**src/bkrcp_pkg.sv**
```systemverilog
// constants for the buck rail control and protection block
package bkrcp_pkg;
  // ---------------------------------------------------------------
  // sizes
  // ---------------------------------------------------------------
  localparam int NR = 7;
  localparam int NL = 7;
  localparam int NT = 5;
  localparam int NQ = NR + NL;
  // ---------------------------------------------------------------
  // timing
  // ---------------------------------------------------------------
  localparam int CLK_MHZ = 25;
  localparam int QUAL_US = 155;
  localparam int QUAL_CYC = QUAL_US * CLK_MHZ;
  localparam int STARTUP_MS = 2;
  localparam int STARTUP_CYC = STARTUP_MS * 1000 * CLK_MHZ;
  localparam int STEP_MV = 10;
  // slope of 2.5 mV/us, held in tenths
  localparam int SLEW_MV_PER_US_X10 = 25;
  localparam int RAMP_CYC =
    (STEP_MV * 10 * CLK_MHZ + SLEW_MV_PER_US_X10 - 1) / SLEW_MV_PER_US_X10;
  // ---------------------------------------------------------------
  // register offsets
  // ---------------------------------------------------------------
  localparam logic [7:0] OFS_PRIMARY = 8'h00;
  localparam logic [7:0] OFS_ALT = 8'h04;
  localparam logic [7:0] OFS_CTRL = 8'h08;
  localparam logic [7:0] OFS_DISCHARGE = 8'h80;
  localparam logic [7:0] OFS_SINK = 8'h84;
  localparam logic [7:0] OFS_MONSEL = 8'h88;
  localparam logic [7:0] OFS_THERM_EN = 8'h8c;
  localparam logic [7:0] OFS_THERM_FLAGS = 8'h90;
  localparam logic [7:0] OFS_BUCK_SHORT = 8'h94;
  localparam logic [7:0] OFS_LIN_SHORT = 8'h98;
  localparam logic [7:0] OFS_IRQ_MASK = 8'h9c;
  localparam logic [7:0] OFS_OK_MASK_A = 8'ha0;
  localparam logic [7:0] OFS_OK_MASK_B = 8'ha4;
  localparam logic [7:0] OFS_COMPARE = 8'ha8;
  localparam logic [7:0] OFS_PHASE = 8'hac;
  localparam logic [7:0] OFS_SLEEP_MAP = 8'hb0;
  localparam logic [7:0] OFS_AUX_MAP = 8'hb4;
  localparam logic [7:0] OFS_STATE = 8'hb8;
  // ---------------------------------------------------------------
  // field positions
  // ---------------------------------------------------------------
  localparam int VOLT_RANGE_BIT = 7;
  localparam int ALT_CMD_BIT = 7;
  localparam int CTRL_MODE_ACT_LSB = 0;
  localparam int CTRL_MODE_SLP_LSB = 2;
  localparam int CTRL_RF_BIT = 6;
  localparam int CTRL_WARM_KEEP_BIT = 7;
  localparam int OKB_TYPE_BIT = 0;
  localparam int OKB_POL_BIT = 1;
  localparam int IRQ_SHORT_BIT = 0;
  localparam int PH_A_LSB = 0;
  localparam int PH_B_LSB = 2;
  localparam int STATE_RAMP_LSB = 8;
  // ---------------------------------------------------------------
  // reset values and codes
  // ---------------------------------------------------------------
  localparam logic [7:0] VOLT_RST = 8'h00;
  localparam logic [7:0] ALT_RST = 8'h00;
  localparam logic [7:0] CTRL_RST = 8'h00;
  localparam logic [NR-1:0] DISCHARGE_RST = 7'h7f;
  localparam logic [NR-1:0] SINK_RST = 7'h7f;
  localparam logic [NT-1:0] THERM_EN_RST = 5'h1f;
  localparam logic [NR-1:0] OK_MASK_A_RST = 7'h7e;
  localparam logic [NR-1:0] DVS_RAILS = 7'h35;
  localparam logic [1:0] MODE_PWM = 2'h1;
  localparam logic [1:0] AXI_OKAY = 2'h0;
  localparam logic [1:0] AXI_SLVERR = 2'h2;
  localparam int R_A_DUAL = 0;
  localparam int R_A_SINGLE = 1;
  // monitor groups: a_dual, a_single, a_triple, b_dual, b_triple, rail6, rail7
  localparam logic [6:0][2:0] MON_RAIL = '{3'h3, 3'h4, 3'h2, 3'h2, 3'h0, 3'h1, 3'h0};
endpackage

```
**src/bkrcp_top.sv**
```systemverilog
// buck rail control and protection logic with an AXI4-Lite register slave
// Behaviour
// RQ1 - voltage code zero switches the rail off; other codes plus range select voltage
// RQ2 - active mode field used when active; sleep field in sleep per pin mapping
// RQ3 - per-rail off-state discharge switch, enabled after reset
// RQ4 - warm reset reloads defaults or keeps settings per rail control bit
// RQ5 - sink current limit per rail from enable register, on after reset
// RQ6 - one selected group routed to converter channel; valid only PWM and steady
// RQ7 - thermal guard enabled by default, switchable, flags readable while enabled
// RQ8 - group A dual trip also stops single rail; two smallest rails unprotected (logic stops it only while group_a_triple is low)
// RQ9 - qualified short sets the rail flag and holds rail off until cleared
// RQ10 - buck and linear short flags clear on read and at reset, releasing rails
// RQ11 - any short raises the short interrupt unless masked
// RQ12 - short must persist about 155 us on an enabled rail before shutdown
// RQ13 - 2 ms startup counter blocks shutdown, restarts whenever a rail turns on
// RQ14 - one common bit selects voltage-and-current or current-only monitoring
// RQ15 - power-good active, with programmable polarity, only when all unmasked rails good
// RQ16 - two mask registers; after reset only group A dual rail is unmasked
// RQ17 - voltage monitoring masked while a rail ramps between targets
// RQ18 - compare mode bit includes power-good in monitor result, one rail at a time
// RQ19 - scaling rails ramp at 2.5 mV/us, not in one step
// RQ20 - roof/floor with mapped pin: pin active primary, inactive alternate register
// RQ21 - without roof/floor the command bit picks primary or alternate register
// RQ22 - phase control defaults to automatic, field may force either mode
// RQ23 - discharge ignored while the rail is enabled
// RQ24 - rail power-good blanked while disabled or ramping
// RQ25 - qualification and startup counters restart when their condition drops
//
// The implementer's own choices: the placing of the registers and the AXI4-Lite slave port.
`timescale 1ns/10ps
module bkrcp_top
  import bkrcp_pkg::*;
#(
  parameter int STARTUP_CYCLES = STARTUP_CYC
)
(
  // clock and reset
  input wire logic aclk,
  input wire logic aresetn,
  // axi4-lite write address and data
  input wire logic [31:0] s_axi_awaddr,
  input wire logic s_axi_awvalid,
  output logic s_axi_awready,
  input wire logic [31:0] s_axi_wdata,
  input wire logic [3:0] s_axi_wstrb,
  input wire logic s_axi_wvalid,
  output logic s_axi_wready,
  // axi4-lite write response
  output logic [1:0] s_axi_bresp,
  output logic s_axi_bvalid,
  input wire logic s_axi_bready,
  // axi4-lite read
  input wire logic [31:0] s_axi_araddr,
  input wire logic s_axi_arvalid,
  output logic s_axi_arready,
  output logic [31:0] s_axi_rdata,
  output logic [1:0] s_axi_rresp,
  output logic s_axi_rvalid,
  input wire logic s_axi_rready,
  // request pins
  input wire logic sleep_request_pin,
  input wire logic aux_request_pin,
  // power state controller
  input wire logic device_enable,
  input wire logic device_active,
  input wire logic warm_reset,
  input wire logic group_a_triple,
  input wire logic [NL-1:0] ldo_enable,
  // analog comparators
  input wire logic [NR-1:0] rail_overcurrent,
  input wire logic [NR-1:0] rail_in_window,
  input wire logic [NL-1:0] ldo_overcurrent,
  input wire logic [NT-1:0] thermal_trip,
  // rail controls
  output logic [NR-1:0] rail_enable,
  output logic [NR-1:0][7:0] rail_voltage_code,
  output logic [NR-1:0][1:0] rail_mode,
  output logic [NR-1:0] rail_discharge,
  output logic [NR-1:0] rail_sink_limit,
  output logic [NL-1:0] ldo_off,
  output logic [1:0] group_a_phase_force,
  output logic [1:0] group_b_phase_force,
  // monitor and status
  output logic [6:0] monitor_route,
  output logic monitor_valid,
  output logic monitor_include_ok,
  output logic short_irq,
  output logic rails_ok_output
);

  // ---------------------------------------------------------------
  // state
  // ---------------------------------------------------------------
  typedef struct packed {
    logic [1:0] pin_m;
    logic [1:0] pin_r;
    logic [NR-1:0] oc_m;
    logic [NR-1:0] oc_r;
    logic [NR-1:0] win_m;
    logic [NR-1:0] win_r;
    logic [NL-1:0] loc_m;
    logic [NL-1:0] loc_r;
    logic [NT-1:0] trip_m;
    logic [NT-1:0] trip_r;
    logic [NR-1:0][7:0] volt;
    logic [NR-1:0][7:0] alt;
    logic [NR-1:0][7:0] ctrl;
    logic [NR-1:0][7:0] cur;
    logic [NR-1:0] en;
    logic [NR-1:0][1:0] mode;
    logic [NR-1:0] discharge;
    logic [NR-1:0] sink;
    logic [6:0] monsel;
    logic [NT-1:0] therm_en;
    logic [NR-1:0] bflags;
    logic [NL-1:0] lflags;
    logic irq_mask;
    logic [NR-1:0] ok_mask;
    logic [1:0] ok_cfg;
    logic compare;
    logic [3:0] phase;
    logic [NR-1:0] slp_map;
    logic [NR-1:0] aux_map;
    logic [NQ-1:0][11:0] qcnt;
    logic [15:0] scnt;
    logic [NQ-1:0] prev_on;
    logic [6:0] div;
    logic ok_out;
    logic [6:0] mon_route;
    logic mon_valid;
    logic [7:0] awaddr;
    logic have_aw;
    logic [7:0] wdata;
    logic wlane;
    logic have_w;
    logic bvalid;
    logic [1:0] bresp;
    logic rvalid;
    logic [1:0] rresp;
    logic [31:0] rdata;
  } bkrcp_state_type;

  bkrcp_state_type q;
  bkrcp_state_type d;

  // ---------------------------------------------------------------
  // helpers
  // ---------------------------------------------------------------
  function automatic logic rail_reg(input logic [7:0] a);
    rail_reg = !a[7] && (a[6:4] < 3'h7) && (a[3:2] != 2'h3) && (a[1:0] == 2'h0);
  endfunction

  function automatic bkrcp_state_type reset_state();
    bkrcp_state_type s;
    s = '0;
    for (int i = 0; i < NR; i++)
    begin
      s.volt[i] = VOLT_RST;
      s.alt[i] = ALT_RST;
      s.ctrl[i] = CTRL_RST;
    end
    s.discharge = DISCHARGE_RST;
    s.sink = SINK_RST;
    s.therm_en = THERM_EN_RST;
    s.ok_mask = OK_MASK_A_RST;
    s.ok_out = 1'b1;
    reset_state = s;
  endfunction

  logic [1:0] pin_s;
  logic [NT-1:0] tflag;
  logic [NR-1:0] thr_off;
  logic [NR-1:0] ramping;
  logic [NR-1:0] pin_on;
  logic [NR-1:0] rail_good;
  logic [NQ-1:0] on_all;
  logic [NQ-1:0] qual_cond;
  logic [NR-1:0] bset;
  logic [NL-1:0] lset;
  logic [NR-1:0] bclr;
  logic [NL-1:0] lclr;
  logic [7:0] tgt;
  logic [7:0] ra;
  logic [31:0] rd;
  logic rhit;
  logic whit;
  logic tick;
  logic smask;
  logic [2:0] ri;
  logic [2:0] mr;
  logic [6:0] mfirst;

  always_comb
  begin
    d = q;
    tgt = '0;
    ri = '0;
    mr = '0;
    // -------------------------------------------------------------
    // input synchronisers
    // -------------------------------------------------------------
    d.pin_m = {aux_request_pin, sleep_request_pin};
    d.pin_r = q.pin_m;
    d.oc_m = rail_overcurrent;
    d.oc_r = q.oc_m;
    d.win_m = rail_in_window;
    d.win_r = q.win_m;
    d.loc_m = ldo_overcurrent;
    d.loc_r = q.loc_m;
    d.trip_m = thermal_trip;
    d.trip_r = q.trip_m;
    pin_s = q.pin_r;
    // -------------------------------------------------------------
    // thermal guard
    // -------------------------------------------------------------
    tflag = q.trip_r & q.therm_en; // RQ7
    thr_off = '0;
    thr_off[NT-1:0] = tflag; // RQ8
    thr_off[R_A_SINGLE] = tflag[R_A_SINGLE] || (tflag[R_A_DUAL] && !group_a_triple); // RQ8
    // -------------------------------------------------------------
    // voltage selection, ramp and mode
    // -------------------------------------------------------------
    tick = (q.div == 7'(RAMP_CYC - 1));
    d.div = tick ? 7'h00 : q.div + 7'h01;
    for (int i = 0; i < NR; i++)
    begin
      pin_on[i] = (q.slp_map[i] && pin_s[0]) || (q.aux_map[i] && pin_s[1]);
      if (q.ctrl[i][CTRL_RF_BIT])
        tgt = (q.slp_map[i] || q.aux_map[i]) && !pin_on[i]
          ? {q.volt[i][VOLT_RANGE_BIT], q.alt[i][6:0]} : q.volt[i]; // RQ20
      else
        tgt = q.alt[i][ALT_CMD_BIT]
          ? {q.volt[i][VOLT_RANGE_BIT], q.alt[i][6:0]} : q.volt[i]; // RQ21
      if (tgt[6:0] == 7'h00)
        d.cur[i] = 8'h00; // RQ1
      else if (!DVS_RAILS[i] || q.cur[i][6:0] == 7'h00 || q.cur[i][7] != tgt[7])
        d.cur[i] = tgt;
      else if (tick && q.cur[i][6:0] < tgt[6:0])
        d.cur[i] = q.cur[i] + 8'h01; // RQ19
      else if (tick && q.cur[i][6:0] > tgt[6:0])
        d.cur[i] = q.cur[i] - 8'h01; // RQ19
      ramping[i] = (q.cur[i] != tgt);
      d.en[i] = (q.cur[i][6:0] != 7'h00) && !q.bflags[i] && !thr_off[i]; // RQ1 RQ9
      if (device_active || pin_on[i])
        d.mode[i] = q.ctrl[i][CTRL_MODE_ACT_LSB +: 2]; // RQ2
      else
        d.mode[i] = q.ctrl[i][CTRL_MODE_SLP_LSB +: 2]; // RQ2
      if (q.ctrl[i][CTRL_RF_BIT] && !(q.slp_map[i] || q.aux_map[i]))
        ramping[i] = ramping[i];
    end
    // -------------------------------------------------------------
    // short qualification and startup mask
    // -------------------------------------------------------------
    on_all = {ldo_enable, q.en};
    qual_cond = {q.loc_r & ldo_enable, q.oc_r & q.en};
    d.prev_on = on_all;
    if (!device_enable || |(on_all & ~q.prev_on))
      d.scnt = 16'h0000; // RQ13
    else if (q.scnt != 16'(STARTUP_CYCLES))
      d.scnt = q.scnt + 16'h0001; // RQ25
    smask = (q.scnt != 16'(STARTUP_CYCLES)); // RQ13
    for (int j = 0; j < NQ; j++)
    begin
      if (!qual_cond[j])
        d.qcnt[j] = 12'h000; // RQ25
      else if (q.qcnt[j] != 12'(QUAL_CYC))
        d.qcnt[j] = q.qcnt[j] + 12'h001; // RQ12
    end
    for (int j = 0; j < NR; j++)
      bset[j] = qual_cond[j] && q.qcnt[j] == 12'(QUAL_CYC) && !smask; // RQ9 RQ12
    for (int j = 0; j < NL; j++)
      lset[j] = qual_cond[NR+j] && q.qcnt[NR+j] == 12'(QUAL_CYC) && !smask; // RQ12
    // -------------------------------------------------------------
    // power good and current monitor
    // -------------------------------------------------------------
    for (int i = 0; i < NR; i++)
    begin
      rail_good[i] = (q.ok_cfg[OKB_TYPE_BIT] || q.win_r[i]) && !q.oc_r[i]; // RQ14
      if (!q.en[i] || ramping[i])
        rail_good[i] = 1'b1; // RQ17 RQ24
    end
    d.ok_out = (&(rail_good | q.ok_mask)) ^ q.ok_cfg[OKB_POL_BIT]; // RQ15 RQ16
    mfirst = q.monsel & (~q.monsel + 7'h01); // RQ18
    d.mon_route = mfirst; // RQ6
    for (int g = 0; g < 7; g++)
      if (mfirst[g])
        mr = MON_RAIL[g];
    d.mon_valid = (mfirst != 7'h00) && q.mode[mr] == MODE_PWM && !ramping[mr]; // RQ6
    // -------------------------------------------------------------
    // axi4-lite write
    // -------------------------------------------------------------
    if (s_axi_awvalid && s_axi_awready)
    begin
      d.awaddr = s_axi_awaddr[7:0];
      d.have_aw = 1'b1;
    end
    if (s_axi_wvalid && s_axi_wready)
    begin
      d.wdata = s_axi_wdata[7:0];
      d.wlane = s_axi_wstrb[0];
      d.have_w = 1'b1;
    end
    if (s_axi_bvalid && s_axi_bready)
      d.bvalid = 1'b0;
    whit = 1'b1;
    if (q.have_aw && q.have_w)
    begin
      d.have_aw = 1'b0;
      d.have_w = 1'b0;
      d.bvalid = 1'b1;
      ri = q.awaddr[6:4];
      if (rail_reg(q.awaddr))
      begin
        if (q.wlane)
          case (q.awaddr[3:0])
            OFS_PRIMARY[3:0]: d.volt[ri] = q.wdata;
            OFS_ALT[3:0]: d.alt[ri] = q.wdata;
            default: d.ctrl[ri] = q.wdata;
          endcase
      end
      else if (q.wlane)
        case (q.awaddr)
          OFS_DISCHARGE: d.discharge = q.wdata[NR-1:0]; // RQ3
          OFS_SINK: d.sink = q.wdata[NR-1:0]; // RQ5
          OFS_MONSEL: d.monsel = q.wdata[6:0];
          OFS_THERM_EN: d.therm_en = q.wdata[NT-1:0]; // RQ7
          OFS_IRQ_MASK: d.irq_mask = q.wdata[IRQ_SHORT_BIT];
          OFS_OK_MASK_A: d.ok_mask = q.wdata[NR-1:0];
          OFS_OK_MASK_B: d.ok_cfg = q.wdata[1:0];
          OFS_COMPARE: d.compare = q.wdata[0];
          OFS_PHASE: d.phase = q.wdata[3:0]; // RQ22
          OFS_SLEEP_MAP: d.slp_map = q.wdata[NR-1:0];
          OFS_AUX_MAP: d.aux_map = q.wdata[NR-1:0];
          default: whit = 1'b0;
        endcase
      else
        whit = 1'b1;
      d.bresp = whit ? AXI_OKAY : AXI_SLVERR;
    end
    // -------------------------------------------------------------
    // axi4-lite read, short flags clear on read
    // -------------------------------------------------------------
    bclr = '0;
    lclr = '0;
    ra = s_axi_araddr[7:0];
    rd = '0;
    rhit = 1'b1;
    if (s_axi_rvalid && s_axi_rready)
      d.rvalid = 1'b0;
    if (rail_reg(ra))
      case (ra[3:0])
        OFS_PRIMARY[3:0]: rd[7:0] = q.volt[ra[6:4]];
        OFS_ALT[3:0]: rd[7:0] = q.alt[ra[6:4]];
        default: rd[7:0] = q.ctrl[ra[6:4]];
      endcase
    else
      case (ra)
        OFS_DISCHARGE: rd[NR-1:0] = q.discharge;
        OFS_SINK: rd[NR-1:0] = q.sink;
        OFS_MONSEL: rd[6:0] = q.monsel;
        OFS_THERM_EN: rd[NT-1:0] = q.therm_en;
        OFS_THERM_FLAGS: rd[NT-1:0] = tflag; // RQ7
        OFS_BUCK_SHORT: rd[NR-1:0] = q.bflags;
        OFS_LIN_SHORT: rd[NL-1:0] = q.lflags;
        OFS_IRQ_MASK: rd[IRQ_SHORT_BIT] = q.irq_mask;
        OFS_OK_MASK_A: rd[NR-1:0] = q.ok_mask;
        OFS_OK_MASK_B: rd[1:0] = q.ok_cfg;
        OFS_COMPARE: rd[0] = q.compare;
        OFS_PHASE: rd[3:0] = q.phase;
        OFS_SLEEP_MAP: rd[NR-1:0] = q.slp_map;
        OFS_AUX_MAP: rd[NR-1:0] = q.aux_map;
        OFS_STATE: rd[STATE_RAMP_LSB +: NR] = ramping;
        default: rhit = 1'b0;
      endcase
    if (ra == OFS_STATE)
      rd[NR-1:0] = q.en;
    if (s_axi_arvalid && s_axi_arready)
    begin
      d.rvalid = 1'b1;
      d.rdata = rd;
      d.rresp = rhit ? AXI_OKAY : AXI_SLVERR;
      if (ra == OFS_BUCK_SHORT)
        bclr = '1; // RQ10
      if (ra == OFS_LIN_SHORT)
        lclr = '1; // RQ10
    end
    // set wins over a clear in the same cycle
    d.bflags = (q.bflags & ~bclr) | bset; // RQ9 RQ10
    d.lflags = (q.lflags & ~lclr) | lset; // RQ10
    // -------------------------------------------------------------
    // warm reset
    // -------------------------------------------------------------
    if (warm_reset)
      for (int i = 0; i < NR; i++)
        if (!q.ctrl[i][CTRL_WARM_KEEP_BIT])
        begin
          d.volt[i] = VOLT_RST; // RQ4
          d.alt[i] = ALT_RST; // RQ4
          d.ctrl[i] = CTRL_RST; // RQ4
        end
  end

  always_ff @(posedge aclk)
  begin
    if (!aresetn)
      q <= reset_state();
    else
      q <= d;
  end

  // ---------------------------------------------------------------
  // outputs
  // ---------------------------------------------------------------
  assign s_axi_awready = !q.have_aw && !q.bvalid;
  assign s_axi_wready = !q.have_w && !q.bvalid;
  assign s_axi_bvalid = q.bvalid;
  assign s_axi_bresp = q.bresp;
  assign s_axi_arready = !q.rvalid;
  assign s_axi_rvalid = q.rvalid;
  assign s_axi_rdata = q.rdata;
  assign s_axi_rresp = q.rresp;
  assign rail_enable = q.en;
  assign rail_voltage_code = q.cur;
  assign rail_mode = q.mode;
  assign rail_discharge = q.discharge & ~q.en; // RQ3 RQ23
  assign rail_sink_limit = q.sink; // RQ5
  assign ldo_off = q.lflags; // RQ10
  assign group_a_phase_force = q.phase[PH_A_LSB +: 2]; // RQ22
  assign group_b_phase_force = q.phase[PH_B_LSB +: 2]; // RQ22
  assign monitor_route = q.mon_route;
  assign monitor_valid = q.mon_valid;
  assign monitor_include_ok = q.compare; // RQ18
  assign short_irq = (|q.bflags || |q.lflags) && !q.irq_mask; // RQ11
  assign rails_ok_output = q.ok_out;

endmodule

```
**config.mk**
```make
export PLATFORM = sky130hd
export DESIGN_NAME = bkrcp_top
export DESIGN_NICKNAME = d
export VERILOG_FILES = /design/src/bkrcp_pkg.sv /design/src/bkrcp_top.sv
export SDC_FILE = /design/constraint.sdc
export NUM_CORES = 2
export LEC_CHECK = 0
export BUFFER_PORTS_ARGS = -buffer_cell sky130_fd_sc_hd__buf_4
export CORE_MARGIN = 2
export CORE_UTILIZATION = 55
export CTS_BUF_LIST = sky130_fd_sc_hd__clkbuf_8
export DETAILED_ROUTE_END_ITERATION = 16
export PLACE_DENSITY = 0.75
export SETUP_SLACK_MARGIN = 0.5
export SLEW_MARGIN = 20
export SYNTH_ARGS = -nofsm -noshare
export SYNTH_HDL_FRONTEND = slang
export SYNTH_SLANG_ARGS = --single-unit
export TNS_END_PERCENT = 20
```
**constraint.sdc**
```tcl
create_clock -name aclk -period 10.7 [get_ports aclk]
set_clock_uncertainty 0.2 [all_clocks]
set_input_delay 1.605 -clock aclk [delete_from_list [all_inputs] [get_ports aclk]]
set_output_delay 1.605 -clock aclk [all_outputs]
set_load 0.02 [all_outputs]
```
[Yosys cells after proc, flatten, opt, wreduce, memory -nomap -nowiden]
Index checks and enable logic that the tools add are counted.
Cells by class
  add/subtract/negate cells: 25
  multiplexer cells: 123
  $lt $le $gt $ge: 14
  equality and inequality tests: 72
  reductions and logical operators: 252
  bitwise operators: 19
Operators by type and width (count)
  168-bit two-way mux: 4
  8-bit two-way mux: 37
  8-bit equality test, second input constant: 26
  7-bit two-way mux: 29
  12-bit by 1-bit adder with 12-bit output, second input constant: 14
  56-bit bitwise mux: 3
  12-bit equality test, second input constant: 14
  56-bit two-way mux: 3
  12-bit != test, second input constant: 14
  1-bit logical AND: 95
  7-bit zero test: 11
  8-bit binary-select mux with 3-bit select: 3
  8-bit != test: 7
  7-bit nonzero test: 8
  1-bit zero test: 44
  4-bit AND reduction: 11
  7-bit AND: 6
  1-bit logical OR: 42
  35-bit two-way mux: 1
  8-bit by 1-bit adder with 8-bit output, second input constant: 4
  8-bit by 1-bit subtractor with 8-bit output, second input constant: 4
  7-bit greater-than comparator: 4
  7-bit < comparator: 4
  7-bit NOT: 4
  40 further kinds: 113
Word-level totals
  word-level logic and storage cells: 594
  input port bits: 146
  output and inout bits: 154
  bits in registers: 624

[Logic depth before layout (Yosys ltp)]
  word-level depth: 14
  gate-level depth with buffers: 23
  gate-level depth less buffers: 20

[Worst setup path after synthesis]
Ideal clock, no wire load.
  kind: reg2reg
  from: register q (netlist bit pin_s[0])
  to: register q (netlist bit rail_voltage_code[39])
  setup slack: 5.797 ns
  stages on the path, launching flop included: 24
  setup time: 0.092 ns
  data arrival time: 4.611 ns
  buffers on the path: 3
  required time: 10.408 ns
  cells stage by stage: dfxtp_1 clkbuf_1 a22o_1 buf_2 o21ai_1 mux2_2 ha_1 a2bb2oi_1 a41oi_1 o21a_1 a2111o_1 and3_1 buf_2 inv_2 ha_1 a21o_1 a21oi_1 o21bai_1 a21oi_1 o21bai_1 a21oi_1 nand3b_1 mux2i_1 a311oi_1
On the way
  longest elaborated chain between the ends: 10
  elaborated cells on any way between the ends: 15
Ends and longest elaborated chain
  from (decl): RTL line bkrcp_top.sv:143  | bkrcp_state_type q;
  from (signal assigned): RTL line bkrcp_top.sv:406  | q <= reset_state();
  1-bit logical AND *: RTL line bkrcp_top.sv:227  | pin_on[i] = (q.slp_map[i] && pin_s[0]) || (q.aux_map[i] && pin_s[1]);
  1-bit logical OR *: RTL line bkrcp_top.sv:227
  1-bit zero test *: RTL line bkrcp_top.sv:229  | tgt = (q.slp_map[i] || q.aux_map[i]) && !pin_on[i]
  1-bit logical AND *: RTL line bkrcp_top.sv:229
  7-bit two-way mux *: RTL line bkrcp_top.sv:230  | ? {q.volt[i][VOLT_RANGE_BIT], q.alt[i][6:0]} : q.volt[i];
  7-bit two-way mux *: RTL line bkrcp_top.sv:228  | if (q.ctrl[i][CTRL_RF_BIT])
  7-bit < comparator: RTL line bkrcp_top.sv:238  | else if (tick && q.cur[i][6:0] < tgt[6:0])
  1-bit logical AND: RTL line bkrcp_top.sv:238
  8-bit two-way mux: RTL line bkrcp_top.sv:238
  8-bit two-way mux: RTL line bkrcp_top.sv:236  | else if (!DVS_RAILS[i] || q.cur[i][6:0] == 7'h00 || q.cur[i][7] != tgt[7])
Every way passes the cells marked *; elsewhere a longest branch is shown, timed or not.
A chain may end at the register's enable or synchronous reset.

[Worst setup path in the final report]
  from: register q (netlist bit pin_s[0])
  to: register q (netlist bit rail_voltage_code[7])
The elaborated chain is that of the path after synthesis.

==> results.ini <==
[outcome]
status = finished clean

[flow_run]
cap_violations = 0

[grt]
grt_pass1_vias = 23100
grt.overflow.total = 0
antenna_found_initial = 3
grt_pass1_wl_um = 129000
grtUsageTotal_pct = 28.9
grt_max_degree = 82

[placed_design]
portBuffers = 205
dpl.hpwl_um = 59700
place_congestion = 0.964
post-place-cells = 4043

[min_path]
hp-class = register to register

[sta]
fmax_ghz = 0.177
tns_ns = 0
setup_viol = 0
slew_violations = 0
rsz0062_at_grt = no
hold_violations = 0
worst_pin_slew_ns = 1.21
finalCritPeriodShare_pct = 52.7
max-slew-margin-rel_pct = 18.8
whs_ns = 0.229
min_period_ns = 5.64

[yosys]
ys_seq_area_share_pct = 41.5
syn_area_um2 = 30000
synth_edf_count = 0
synth_seq_cells = 622
synthArstFlopShare_pct = 0
ys_warn_count = 0
synth_ff_type = dfxtp_1
avgSynthCellArea_um2 = 8.87
yosysUniqueCellTypes = 84
synthCells = 3380

[layout]
fill_cells = 4593
fin_cells = 4228
drive_above_1_share_pct = 13.2
nNetsFinal = 3655
synthToLayoutAreaGrowth_pct = 11.1

[worst_setup_path]
cp_num_buf_inv = 3
cp-end-kind = register
arrival_ns = 6.08
worstSetupPathType = register to register
cp_slowest_cell = a31o_1
cp_max_fo = 13
slowest_delay_ns = 0.52
crit_family = compound AO/OA/AOI/OAI gates
crit_path_start_kind = register
cp.required_ns = 11.14
crit_chain = a22oi_1, a31o_1, mux2i_1, inv_1, ha_1, inv_1, maj3_1, maj3_1, a2111oi_4, inv_1, ha_1, a21o_1, a21oi_1, o21bai_1, a21oi_1, o21bai_1, a21oi_1, mux2_2, nand2_1, o211a_1

[power]
powerDensity_nw_per_um2 = 143
p_sw_uw = 1120
leakage_uw = 0.0129
switching_share_pct = 23.5
p_comb_share_pct = 3.5
internal_power_uw = 3650
peakVddDrop_mv = 0.0829
p_seq_share_pct = 49.5
power_frac_clock_pct = 47.0

[die]
die_area_um2 = 56400
dieHeight_um = 238
row_count = 85
initial_utilization_pct = 55.6
pin_count = 300
die_w_um = 238
core_um2 = 53900

[clock_tree]
cts_tree = done
cts_made_buffers = 99
clk_pin_slew_ns = 0.06
clk_path_buf_depth = 3
cts_resized = 0
cts-root-buf = clkbuf_8
cts_hold_buf = 0
post-cts-setup-buffer-count = 0
cts_max_level = 3
cts.sinks = 622
clock_latency_ns = 0.72

[detailed_routing]
ant_nets = 0
drc = 0
firstDrtPassIters = 8
via_per_inst = 5.84
drt_wl_total_um = 83000
wl_per_cell_um = 19.6
drt_iter0_markers = 2156
vias = 24700

registers in the layout, indices dropped and copies added, names as in the netlist:
name	flops
s_axi_rdata	15
pin_s	2
group_a_phase_force	2
monitor_valid	1
s_axi_rvalid	1
rails_ok_output	1
rail_mode	14
rail_sink_limit	7
d	28
q	468
rail_voltage_code	56
monitor_include_ok	1
s_axi_bvalid	1
s_axi_bresp	1
group_b_phase_force	2
ldo_off	7
rail_enable	7
monitor_route	7
s_axi_rresp	1
power by group through the flow:
stage	sequential, µW	clock (µW)	combinational [µW]
floorplan	2390	0	114
CTS	2360	2270	162
detailed placement	2410	0	162
global placement	2410	0	160
global route	2360	2370	175
finish	2360	2240	165
cells in the mapped netlist, types with 20 or more instances:
master | instances | area [µm²]
and2_1 | 87 | 544
xnor2_1 | 89 | 780
mux2i_1 | 284 | 2840
a22oi_1 | 22 | 165
buf_4 | 140 | 1050
nand3_1 | 101 | 505
o211ai_1 | 21 | 158
ha_1 | 57 | 713
clkbuf_1 | 129 | 484
a211oi_1 | 26 | 195
nor2b_1 | 36 | 225
dfxtp_1 | 622 | 12500
and3_1 | 43 | 269
nor2_1 | 511 | 1920
nand4_1 | 56 | 350
o21ai_0 | 63 | 315
inv_1 | 68 | 255
mux4_2 | 31 | 698
a21oi_1 | 174 | 871
nand2_1 | 319 | 1200
or3_1 | 20 | 125
xor2_1 | 121 | 1060
nor4_1 | 28 | 175
nor3_1 | 30 | 150
per-stage QoR:
stage	instance area (µm²)	setup WS, ns	power, µW	util [%]
after global routing	33300	4.65	4910	61.8
after CTS	33300	5.10	4790	61.8
after detailed placement	31100	5.13	2570	57.7
after global placement	31100	5.17	2570	57.7
final	33300	5.06	4770	61.8
after floorplan	30100	5.80	2510	-
routing by layer:
layer,part of all wire [%],GRT usage (%),vias up,routed length (µm)
met5,0,0,-,0
met4,5.1,15.1,0,4210
met3,9.1,6.99,259,7540
met2,43,43.4,1048,35600
met1,43,38.6,11600,35600
li1,-,-,11700,-
logic make-up after synthesis:
kind of cell	count (synthesis)	share of synthesized area, %
AO/OA/AOI/OAI	458	9.96
multiplexers	329	12.3
flip-flops	622	41.5
adder cells (fa/ha/maj)	70	2.95
other	1	0.0125
XOR/XNOR	210	6.13
AND/OR/NAND/NOR	1337	20.9
buffers and inverters	353	6.21
placed cells by master, fill, tap and decap left out, drive strengths merged, types with 36 or more instances in the layout:
cell,synthesis,routed
nand4,56,56
dfxtp,622,622
xnor2,89,89
mux2i,284,284
xor2,121,121
buf,155,233
clkbuf,129,133
nand3,101,101
and3,43,43
o21ai,74,74
and2,87,87
ha,57,57
nor2,513,513
a21oi,174,174
nor2b,36,36
nand2,319,319
inv,69,96
path summary, 6_finish.rpt:
path	start	to	slack [ns]	cells after the start
worst max register to register	pin_s[0]	rail_voltage_code[7]	5.06	20
worst min register to register	d[586]	q[586]	0.23	1
worst min-delay path	d[586]	q[586]	0.23	1
worst max-delay path	pin_s[0]	rail_voltage_code[7]	5.06	20
cell type report:
| type | instances | area [µm²] | area share [%] |
|---|---|---|---|
| multi-input combinational | 2423 | 15800 | 47.3 |
| sequential | 622 | 12500 | 37.4 |
| clock buffer | 133 | 1830 | 5.49 |
| timing repair buffer | 233 | 1750 | 5.25 |
| tap | 696 | 871 | 2.61 |
| clock inverter | 49 | 405 | 1.22 |
| inverter | 69 | 262 | 0.784 |
| antenna | 3 | 7.51 | 0.0225 |
No activity file was read; power rests on OpenSTA's default activity.
